<file path="config.mk">
export PLATFORM = sky130hd
export DESIGN_NAME = dirc_regbank
export DESIGN_NICKNAME = d
export VERILOG_FILES = /design/src/dirc_pkg.sv /design/src/dirc_i2c_slave.sv /design/src/dirc_regbank.sv
export SDC_FILE = /design/constraint.sdc
export NUM_CORES = 1
export LEC_CHECK = 0
export BUFFER_PORTS_ARGS = -buffer_cell sky130_fd_sc_hd__buf_2
export CORE_ASPECT_RATIO = 2
export CORE_UTILIZATION = 50
export CTS_CLUSTER_DIAMETER = 200
export DETAILED_ROUTE_END_ITERATION = 8
export PLACE_DENSITY = 0.65
export SYNTH_ARGS = -nofsm -noshare
export SYNTH_HDL_FRONTEND = slang
export SYNTH_HIERARCHICAL = 1
export SYNTH_SLANG_ARGS = --single-unit
</file>
<file path="constraint.sdc">
create_clock -name clk -period 2.1 [get_ports clk]
set_input_delay 0 -clock clk [delete_from_list [all_inputs] [get_ports clk]]
set_output_delay 0 -clock clk [all_outputs]
set_load 0.005 [all_outputs]
</file>
<file path="src/dirc_pkg.sv">
// Package: register map, field layout, reset values and timing for dirc
package dirc_pkg;

  // ****************************************************************
  // Register offsets
  // ****************************************************************
  localparam logic [7:0] OFS_ADDR_SEL = 8'h00;
  localparam logic [7:0] OFS_RST_CTL  = 8'h01;
  localparam logic [7:0] OFS_OUT_CFG  = 8'h02;

  // ****************************************************************
  // Field positions
  // ****************************************************************
  localparam int unsigned ADDR_SRC_BIT   = 0;
  localparam int unsigned ADDR_MSB       = 7;
  localparam int unsigned ADDR_LSB       = 1;
  localparam int unsigned CORE_RST_BIT   = 0;
  localparam int unsigned FULL_RST_BIT   = 1;
  localparam int unsigned OE_VAL_BIT     = 7;
  localparam int unsigned OE_OVR_BIT     = 6;
  localparam int unsigned OSC_EMIT_BIT   = 5;
  localparam int unsigned SLEEP_SEL_BIT  = 4;

  // ****************************************************************
  // Reset values
  // ****************************************************************
  localparam logic [7:0] RST_CTL_RST   = 8'h04;
  localparam logic [7:0] OUT_CFG_RST   = 8'h80;
  localparam logic       ADDR_SRC_RST  = 1'h0;
  localparam logic [7:0] RD_UNMAPPED   = 8'h00;

  // ****************************************************************
  // Timing
  // ****************************************************************
  localparam int unsigned CLK_PERIOD_NS = 4;
  localparam int unsigned CORE_RST_NS   = 100;
  localparam logic [4:0]  CORE_RST_CYC  =
    5'((CORE_RST_NS + CLK_PERIOD_NS - 1) / CLK_PERIOD_NS);

  // ****************************************************************
  // Types
  // ****************************************************************
  typedef struct packed {
    logic       wr;
    logic [7:0] addr;
    logic [7:0] wdata;
  } dirc_req_t;

  typedef enum logic [2:0] {
    ST_IDLE, ST_ADDR, ST_ACK_A, ST_PTR, ST_ACK_D, ST_WR, ST_RD, ST_MACK
  } dirc_state_t;

endpackage

</file>
<file path="src/dirc_i2c_slave.sv">
// Control-bus serial slave that feeds register writes and reads
`timescale 1ns/1ps
module dirc_i2c_slave import dirc_pkg::*; (
  input  wire logic       clk,
  input  wire logic       rst,
  input  wire logic       scl,
  input  wire logic       sda_in,
  input  wire logic [6:0] slave_addr,
  input  wire logic [7:0] rd_data,
  output logic            sda_out,
  output logic            sda_oe,
  output logic [7:0]      rd_addr,
  output dirc_req_t       req
);

  dirc_state_t state_ff;
  dirc_state_t nxt_state;
  logic [3:0]  cnt_ff;
  logic [3:0]  nxt_cnt;
  logic [7:0]  sh_ff;
  logic [7:0]  nxt_sh;
  logic [7:0]  ptr_ff;
  logic [7:0]  nxt_ptr;
  logic        rw_ff;
  logic        nxt_rw;
  logic        oe_ff;
  logic        nxt_oe;
  logic        scl_ff;
  logic        sda_ff;
  dirc_req_t   req_ff;
  dirc_req_t   nxt_req;
  logic        scl_rise;
  logic        scl_fall;
  logic        start_c;
  logic        stop_c;

  // ****************************************************************
  // Bus line edges
  // ****************************************************************
  assign scl_rise = scl & ~scl_ff;
  assign scl_fall = ~scl & scl_ff;
  assign start_c  = scl & scl_ff & sda_ff & ~sda_in;
  assign stop_c   = scl & scl_ff & ~sda_ff & sda_in;

  // ****************************************************************
  // Transfer sequencer
  // ****************************************************************
  always_comb begin
    nxt_state = state_ff;
    nxt_cnt   = cnt_ff;
    nxt_sh    = sh_ff;
    nxt_ptr   = ptr_ff;
    nxt_rw    = rw_ff;
    nxt_oe    = oe_ff;
    nxt_req   = '{wr: 1'b0, addr: ptr_ff, wdata: sh_ff};
    if (stop_c) begin
      nxt_state = ST_IDLE;
      nxt_oe    = 1'b0;
    end else if (start_c) begin
      nxt_state = ST_ADDR;
      nxt_cnt   = 4'h0;
      nxt_oe    = 1'b0;
    end else begin
      case (state_ff)
        ST_ADDR, ST_PTR, ST_WR: begin
          if (scl_rise) begin
            nxt_sh  = {sh_ff[6:0], sda_in};
            nxt_cnt = cnt_ff + 4'h1;
          end else if (scl_fall && cnt_ff == 4'h8) begin
            nxt_oe  = 1'b1;
            nxt_cnt = 4'h0;
            if (state_ff == ST_ADDR) begin
              // Only our own address is acknowledged
              if (sh_ff[7:1] == slave_addr) begin
                nxt_rw    = sh_ff[0];
                nxt_state = ST_ACK_A;
              end else begin
                nxt_oe    = 1'b0;
                nxt_state = ST_IDLE;
              end
            end else if (state_ff == ST_PTR) begin
              nxt_ptr   = sh_ff;
              nxt_state = ST_ACK_D;
            end else begin
              nxt_req   = '{wr: 1'b1, addr: ptr_ff, wdata: sh_ff};
              nxt_ptr   = ptr_ff + 8'h01;
              nxt_state = ST_ACK_D;
            end
          end
        end
        ST_ACK_A: begin
          if (scl_fall) begin
            nxt_cnt = 4'h0;
            if (rw_ff) begin
              nxt_sh    = rd_data;
              nxt_oe    = ~rd_data[7];
              nxt_state = ST_RD;
            end else begin
              nxt_oe    = 1'b0;
              nxt_state = ST_PTR;
            end
          end
        end
        ST_ACK_D: begin
          if (scl_fall) begin
            nxt_oe    = 1'b0;
            nxt_state = ST_WR;
          end
        end
        ST_RD: begin
          if (scl_fall) begin
            nxt_cnt = cnt_ff + 4'h1;
            if (cnt_ff == 4'h7) begin
              nxt_oe    = 1'b0;
              nxt_ptr   = ptr_ff + 8'h01;
              nxt_state = ST_MACK;
            end else begin
              nxt_sh = {sh_ff[6:0], 1'b0};
              nxt_oe = ~sh_ff[6];
            end
          end
        end
        ST_MACK: begin
          // A not-acknowledge from the master ends the read burst
          if (scl_rise && sda_in) begin
            nxt_state = ST_IDLE;
          end else if (scl_rise) begin
            nxt_state = ST_ACK_A;
          end
        end
        default: begin
          nxt_oe = 1'b0;
        end
      endcase
    end
  end

  always_ff @(posedge clk or posedge rst) begin
    if (rst) begin
      state_ff <= ST_IDLE;
      cnt_ff   <= 4'h0;
      sh_ff    <= 8'h00;
      ptr_ff   <= 8'h00;
      rw_ff    <= 1'b0;
      oe_ff    <= 1'b0;
      scl_ff   <= 1'b1;
      sda_ff   <= 1'b1;
      req_ff   <= '0;
    end else begin
      state_ff <= nxt_state;
      cnt_ff   <= nxt_cnt;
      sh_ff    <= nxt_sh;
      ptr_ff   <= nxt_ptr;
      rw_ff    <= nxt_rw;
      oe_ff    <= nxt_oe;
      scl_ff   <= scl;
      sda_ff   <= sda_in;
      req_ff   <= nxt_req;
    end
  end

  // Open-drain: the line is only ever pulled low
  assign sda_out = 1'b0;
  assign sda_oe  = oe_ff;
  assign rd_addr = ptr_ff;
  assign req     = req_ff;

endmodule // dirc_i2c_slave

</file>
<file path="src/dirc_regbank.sv">
// Address select, soft resets and output state control register bank
`timescale 1ns/1ps
// How it works
// RULE1 - address field 7:1 loads from strap
// RULE2 - bit 0 picks strap or programmed address
// RULE3 - full reset clears all, bit self-clears
// RULE4 - full reset reloads captured strap values
// RULE5 - core reset keeps registers, self-clears
// RULE6 - host waits half millisecond after core reset; the bench waits SETTLE, 250 clock cycles (1000 ns)
// RULE7 - output enable is one without override
// RULE8 - host issues core reset after enabling
// RULE9 - override bit gates register output values
// RULE10 - fallback clock emitted while lock lost
// RULE11 - sleep state select is one without override
// RULE12 - host writes reserved bits with reset values
module dirc_regbank import dirc_pkg::*; (
  input  wire logic       clk,
  input  wire logic       rst,
  input  wire logic       scl,
  input  wire logic       sda_in,
  input  wire logic [6:0] address_strap_pin,
  input  wire logic       link_lock,
  output logic            sda_out,
  output logic            sda_oe,
  output logic            core_rst_out,
  output logic            out_drive_en,
  output logic            out_hold_low,
  output logic            fallback_clk_sel
);

  logic [7:0] addr_sel_ff;
  logic [7:0] nxt_addr_sel;
  logic [7:0] rst_ctl_ff;
  logic [7:0] nxt_rst_ctl;
  logic [7:0] out_cfg_ff;
  logic [7:0] nxt_out_cfg;
  logic [6:0] strap_ff;
  logic [6:0] nxt_strap;
  logic       strap_done_ff;
  logic [4:0] core_cnt_ff;
  logic [4:0] nxt_core_cnt;
  logic       core_rst_ff;
  logic       nxt_core_rst;
  logic       drive_ff;
  logic       nxt_drive;
  logic       hold_ff;
  logic       nxt_hold;
  logic       osc_sel_ff;
  logic       nxt_osc_sel;
  logic [6:0] slave_addr;
  logic [7:0] rd_addr;
  logic [7:0] rd_data;
  dirc_req_t  req;
  logic       oe_eff;
  logic       sleep_eff;

  function automatic logic ovr_pick(input logic ovr, input logic val);
    return ovr ? val : 1'b1;
  endfunction

  // ****************************************************************
  // Control bus
  // ****************************************************************
  dirc_i2c_slave u_slave (
    .clk        (clk),
    .rst        (rst),
    .scl        (scl),
    .sda_in     (sda_in),
    .slave_addr (slave_addr),
    .rd_data    (rd_data),
    .sda_out    (sda_out),
    .sda_oe     (sda_oe),
    .rd_addr    (rd_addr),
    .req        (req)
  );

  assign slave_addr = addr_sel_ff[ADDR_SRC_BIT] ?
                      addr_sel_ff[ADDR_MSB:ADDR_LSB] : strap_ff; // RULE2

  always_comb begin
    case (rd_addr)
      OFS_ADDR_SEL: rd_data = addr_sel_ff;
      OFS_RST_CTL:  rd_data = rst_ctl_ff;
      OFS_OUT_CFG:  rd_data = out_cfg_ff;
      default:      rd_data = RD_UNMAPPED;
    endcase
  end

  // ****************************************************************
  // Registers and soft resets
  // ****************************************************************
  always_comb begin
    nxt_addr_sel = addr_sel_ff;
    nxt_rst_ctl  = rst_ctl_ff;
    nxt_out_cfg  = out_cfg_ff;
    nxt_strap    = strap_ff;
    nxt_core_cnt = core_cnt_ff;
    nxt_core_rst = core_rst_ff;
    if (!strap_done_ff) begin
      // Strap is caught on the first edge after reset release
      nxt_strap    = address_strap_pin;
      nxt_addr_sel = {address_strap_pin, ADDR_SRC_RST}; // RULE1
    end else if (rst_ctl_ff[FULL_RST_BIT]) begin
      nxt_addr_sel = {strap_ff, ADDR_SRC_RST}; // RULE4
      nxt_rst_ctl  = RST_CTL_RST; // RULE3
      nxt_out_cfg  = OUT_CFG_RST; // RULE3
    end else begin
      if (req.wr) begin
        case (req.addr)
          OFS_ADDR_SEL: nxt_addr_sel = req.wdata;
          OFS_RST_CTL:  nxt_rst_ctl  = req.wdata;
          OFS_OUT_CFG:  nxt_out_cfg  = req.wdata;
          default:      nxt_rst_ctl  = rst_ctl_ff;
        endcase
      end
      // Registers stay put; only the core is reset
      if (rst_ctl_ff[CORE_RST_BIT]) begin
        nxt_rst_ctl[CORE_RST_BIT] = 1'b0; // RULE5
      end
    end
    // Both resets pulse the core for a fixed time
    if (rst_ctl_ff[CORE_RST_BIT] || rst_ctl_ff[FULL_RST_BIT]) begin
      nxt_core_cnt = CORE_RST_CYC; // RULE5
      nxt_core_rst = 1'b1;
    end else if (core_cnt_ff != 5'h00) begin
      nxt_core_cnt = core_cnt_ff - 5'h01;
      nxt_core_rst = (core_cnt_ff != 5'h01);
    end else begin
      nxt_core_rst = 1'b0;
    end
  end

  always_ff @(posedge clk or posedge rst) begin
    if (rst) begin
      addr_sel_ff   <= 8'h00;
      rst_ctl_ff    <= RST_CTL_RST;
      out_cfg_ff    <= OUT_CFG_RST;
      strap_ff      <= 7'h00;
      strap_done_ff <= 1'b0;
      core_cnt_ff   <= 5'h00;
      core_rst_ff   <= 1'b0;
    end else begin
      addr_sel_ff   <= nxt_addr_sel;
      rst_ctl_ff    <= nxt_rst_ctl;
      out_cfg_ff    <= nxt_out_cfg;
      strap_ff      <= nxt_strap;
      strap_done_ff <= 1'b1;
      core_cnt_ff   <= nxt_core_cnt;
      core_rst_ff   <= nxt_core_rst;
    end
  end

  // ****************************************************************
  // Output state control
  // ****************************************************************
  assign oe_eff  = ovr_pick(out_cfg_ff[OE_OVR_BIT],
                            out_cfg_ff[OE_VAL_BIT]); // RULE7 RULE9
  assign sleep_eff = ovr_pick(out_cfg_ff[OE_OVR_BIT],
                              out_cfg_ff[SLEEP_SEL_BIT]); // RULE11 RULE9

  always_comb begin
    // Drive and hold outputs are released while the core sits in reset; fallback select is not
    nxt_drive   = ~core_rst_ff & oe_eff & (link_lock | sleep_eff); // RULE11
    nxt_hold    = ~core_rst_ff & ~link_lock & sleep_eff; // RULE11
    nxt_osc_sel = out_cfg_ff[OSC_EMIT_BIT] & ~link_lock; // RULE10
  end

  always_ff @(posedge clk or posedge rst) begin
    if (rst) begin
      drive_ff   <= 1'b0;
      hold_ff    <= 1'b0;
      osc_sel_ff <= 1'b0;
    end else begin
      drive_ff   <= nxt_drive;
      hold_ff    <= nxt_hold;
      osc_sel_ff <= nxt_osc_sel;
    end
  end

  assign core_rst_out     = core_rst_ff;
  assign out_drive_en     = drive_ff;
  assign out_hold_low     = hold_ff;
  assign fallback_clk_sel = osc_sel_ff;
endmodule // dirc_regbank

</file>
==> run metrics <==
status complete, no violations; max-slew violation count 0; Clock power frac approximately 25%; core area about 8900 µm²; port bufs 16; total global-route track usage between 20% and 30%; clock skew ~12 ps; vias in the first global route 3,632; CTS Sinks 85; initial detailed-routing violation count around 290; Worst R2R End u_slave/rd_addr[6]; die area between 9000 and 10,000 µm²; setup TNS 0 ps; critical path class flip-flop to flip-flop; crit path cell chain ha_1 > and3b_1 > nand3_1 > a221o_1 > buf_4 > o21ai_1 > o21ai_1; most frequent CP cell o21ai_1; CP Max Fanout 13; Critical-path top delay cell a221o_1; Worst slew margin a little over two fifths; Cell Count, Final, Fillers Out slightly below 600; register-to-register setup slack ~130 ps; IO Count 18; Detail Route Antenna Nets 0; number of diodes 0; CTS tree yes; H-tree depth 3; # rows 49; CP startpoint kind flip-flop; max cap viols 0; Least-Margin Pin Slew around 850 ps; routed wire length 11.7 mm; cts bufs inserted 9; Synth area leaders dfrtp_1 (44%), mux2_2 (6.2%), nor2_1 (2.9%); register share of total power a little over two fifths; Syn Inst Count around 450; switching power approximately 2.1 mW; Final Hold Viols 0; Top delay family on crit path compound AO/OA/AOI/OAI gates; largest net degree at the start of global routing 42; Die H between 100 and 150 µm; clock transition at the registers of the reported paths 70 ps; Worst Setup SP u_slave/cnt_ff[1]; Post-synth EDFFs 0; Static Leakage 2.26 nW; share of cells above drive strength 1 between 20% and 30%; vias per std cell ~6.1; minimum clock period 1970 ps; Max clock buf depth 2; clk_lat worst skew 350 ps; GRT overflow 0; Levels on crit path 7; dpl hpwl approximately 9 mm; syn nets approximately 460; fin crit share between 90% and 100%; Final Net Count 500; DR vias approximately 3,600; synthesized area per cell a little over 10 µm²; mapped cell area 4560 µm²; CP endpoint kind flip-flop; Final Setup Violations 0; Die X around 70 µm; initial antenna violation count 0; RSZ-0062 raised after global routing false; P_int 3.86 mW; Seq cells post-synth 85; Worst Path Buf+Inv 1; Sw Share a little over a third; final hold slack 107 ps; CP peak stage delay just over 500 ps; Synth Flop Type dfrtp_1; R2R depth 7; crit path to u_slave/rd_addr[6]; Synth top area share 44.5%; Pwr Density roughly 1100 nW/µm²; filler instances around 740; worst vdd ir 0.742 mV; DRC viols 0; Synthesis Warnings 6; DR WL/cell 19.8 µm; Initial Util 51.3%; f_max approximately 500 MHz; sequential-to-total area share from yosys stat 46.8%; global-route wire length before repair between 15 and 20 mm; worst hold-check path type primary input to flip-flop; ys async rst share 100%; worst path arrival time about 2200 ps; area leader, netlist dfrtp_1; Root Buffer clkbuf_16; Routability Congestion 0.969; synthesis-to-finish area growth 15.2%; Gate power share 32.6%; CP Data Required Time about 2300 ps; R2R Path Start u_slave/cnt_ff[1]; post-synth cell types 62; drt first pass iters 4; cell total after placement 564; Util after Layout 59.1%
==> flip-flops by register name, summed over array words and instances (netlist names), 3 cells and up <==
register and cells:
u_slave/req 17, addr_sel_ff 8, out_cfg_ff 8, rst_ctl_ff 8, u_slave/rd_addr 8, u_slave/sh_ff 8, strap_ff 7, core_cnt_ff 5
u_slave/cnt_ff 4, u_slave/state_ff 3
==> power by group through the flow <==
| stage | clock (mW) | combinational [mW] | sequential [mW] |
|---|---|---|---|
| after CTS | 1.54 | 1.92 | 2.50 |
| final | 1.53 | 1.96 | 2.52 |
| after global placement | 0 | 1.86 | 2.52 |
| after detailed placement | 0 | 1.90 | 2.53 |
| after global routing | 1.62 | 2.17 | 2.55 |
| after floorplan | 0 | 1.46 | 2.28 |
==> per-layer routing <==
layer	global-route usage [%]	part of all wire, %	up-vias
met1	24.8	35	1761
met3	4.49	2.4	43
li1	-	-	1704
met5	0	0	-
met2	49.2	56	83
met4	21.4	6.9	0
==> cell usage in the layout, fill, tap and decap left out, drive strengths merged, types with 5 or more instances in the layout <==
cell,instances
o21ai,20
a211oi,7
ha,5
a21oi,17
mux2i,12
dlygate4sd3,9
nand4,8
nand3,9
a32o,7
a221o,5
nor2,35
nand2b,7
o31ai,7
buf,49
inv,19
a31oi,10
a2bb2oi,8
a311oi,8
nor4,10
clkbuf,12
nand2,23
nor2b,10
nor3,9
xnor2,10
mux2,25
or2,5
dfrtp,81
==> logic make-up (layout without fill, tap and decap cells) <==
logic type / count (synthesis) / count (layout) / share of synthesized area, %
adders and majority gates: 5 / 5 / 1.37
xor gates and xnor gates: 10 / 10 / 1.92
AOI/OAI and AO/OA: 113 / 113 / 18.2
and+or+nand+nor: 141 / 141 / 17.5
other: 2 / 2 / 0.165
buffers and inverters: 52 / 95 / 5.30
DFF: 85 / 85 / 46.8
muxes: 37 / 37 / 8.81
==> synthesized netlist by cell type (all sizes together), types with 8 or more instances <==
library cell and instances:
dfrtp 81, nor2 35, mux2 25, nand2 23, buf 22, inv 20
o21ai 20, a21oi 17, mux2i 12, a31oi 10, nor2b 10, nor4 10
xnor2 10, clkbuf 9, nand3 9, nor3 9, a2bb2oi 8, a311oi 8
nand4 8
==> worst min-delay path by stage <==
stage / slack [ps] / start / endpoint / cells after the start
floorplan: 4 / scl / u_slave/scl_ff / 0
global placement: 100 / rst / u_slave/req[15] / 2
detailed placement: 110 / rst / u_slave/req[14] / 2
CTS: 100 / address_strap_pin[6] / strap_ff[6] / 3
global route: 120 / address_strap_pin[5] / strap_ff[5] / 3
finish: 110 / address_strap_pin[5] / strap_ff[5] / 3
==> layout make-up <==
cell class	count	area (µm²)	area share (%)
multi-input combinational	308	2190	41.8
sequential	85	2130	40.6
timing repair buffer	58	430	8.19
clock buffer	12	256	4.88
tap	102	128	2.43
inverter	21	78.8	1.50
clock inverter	4	32.5	0.619
==> worst register-to-register path: stages (launching register included) <==
cell and delay, ps:
dfrtp_1 400, ha_1 200, and3b_1 200, nand3_1 130, a221o_1 510, buf_4 220, o21ai_1 120, o21ai_1 70
==> per-stage QoR <==
| step | instance area, µm² | worst slack, ps | power [mW] |
|---|---|---|---|
| 4_1_cts | 5220 | 45.5 | 5.96 |
| 6_report | 5250 | 125 | 6.00 |
| 3_5_place_dp | 4840 | 49.8 | 4.43 |
| 2_1_floorplan | 4560 | 112 | 3.74 |
| 5_1_grt | 5250 | 16.2 | 6.34 |
| 3_3_place_gp | 4840 | 83.1 | 4.38 |
==> repair_timing <==
action | 4_1_cts | 5_1_grt
hold buffers | 9 | 0
buffers inserted | 0 | 1
hold endpoints to repair | 72 | 0
setup endpoints to repair | 0 | 9
resized for setup | 0 | 3
Note: power is estimated with default switching activity, not from simulation.
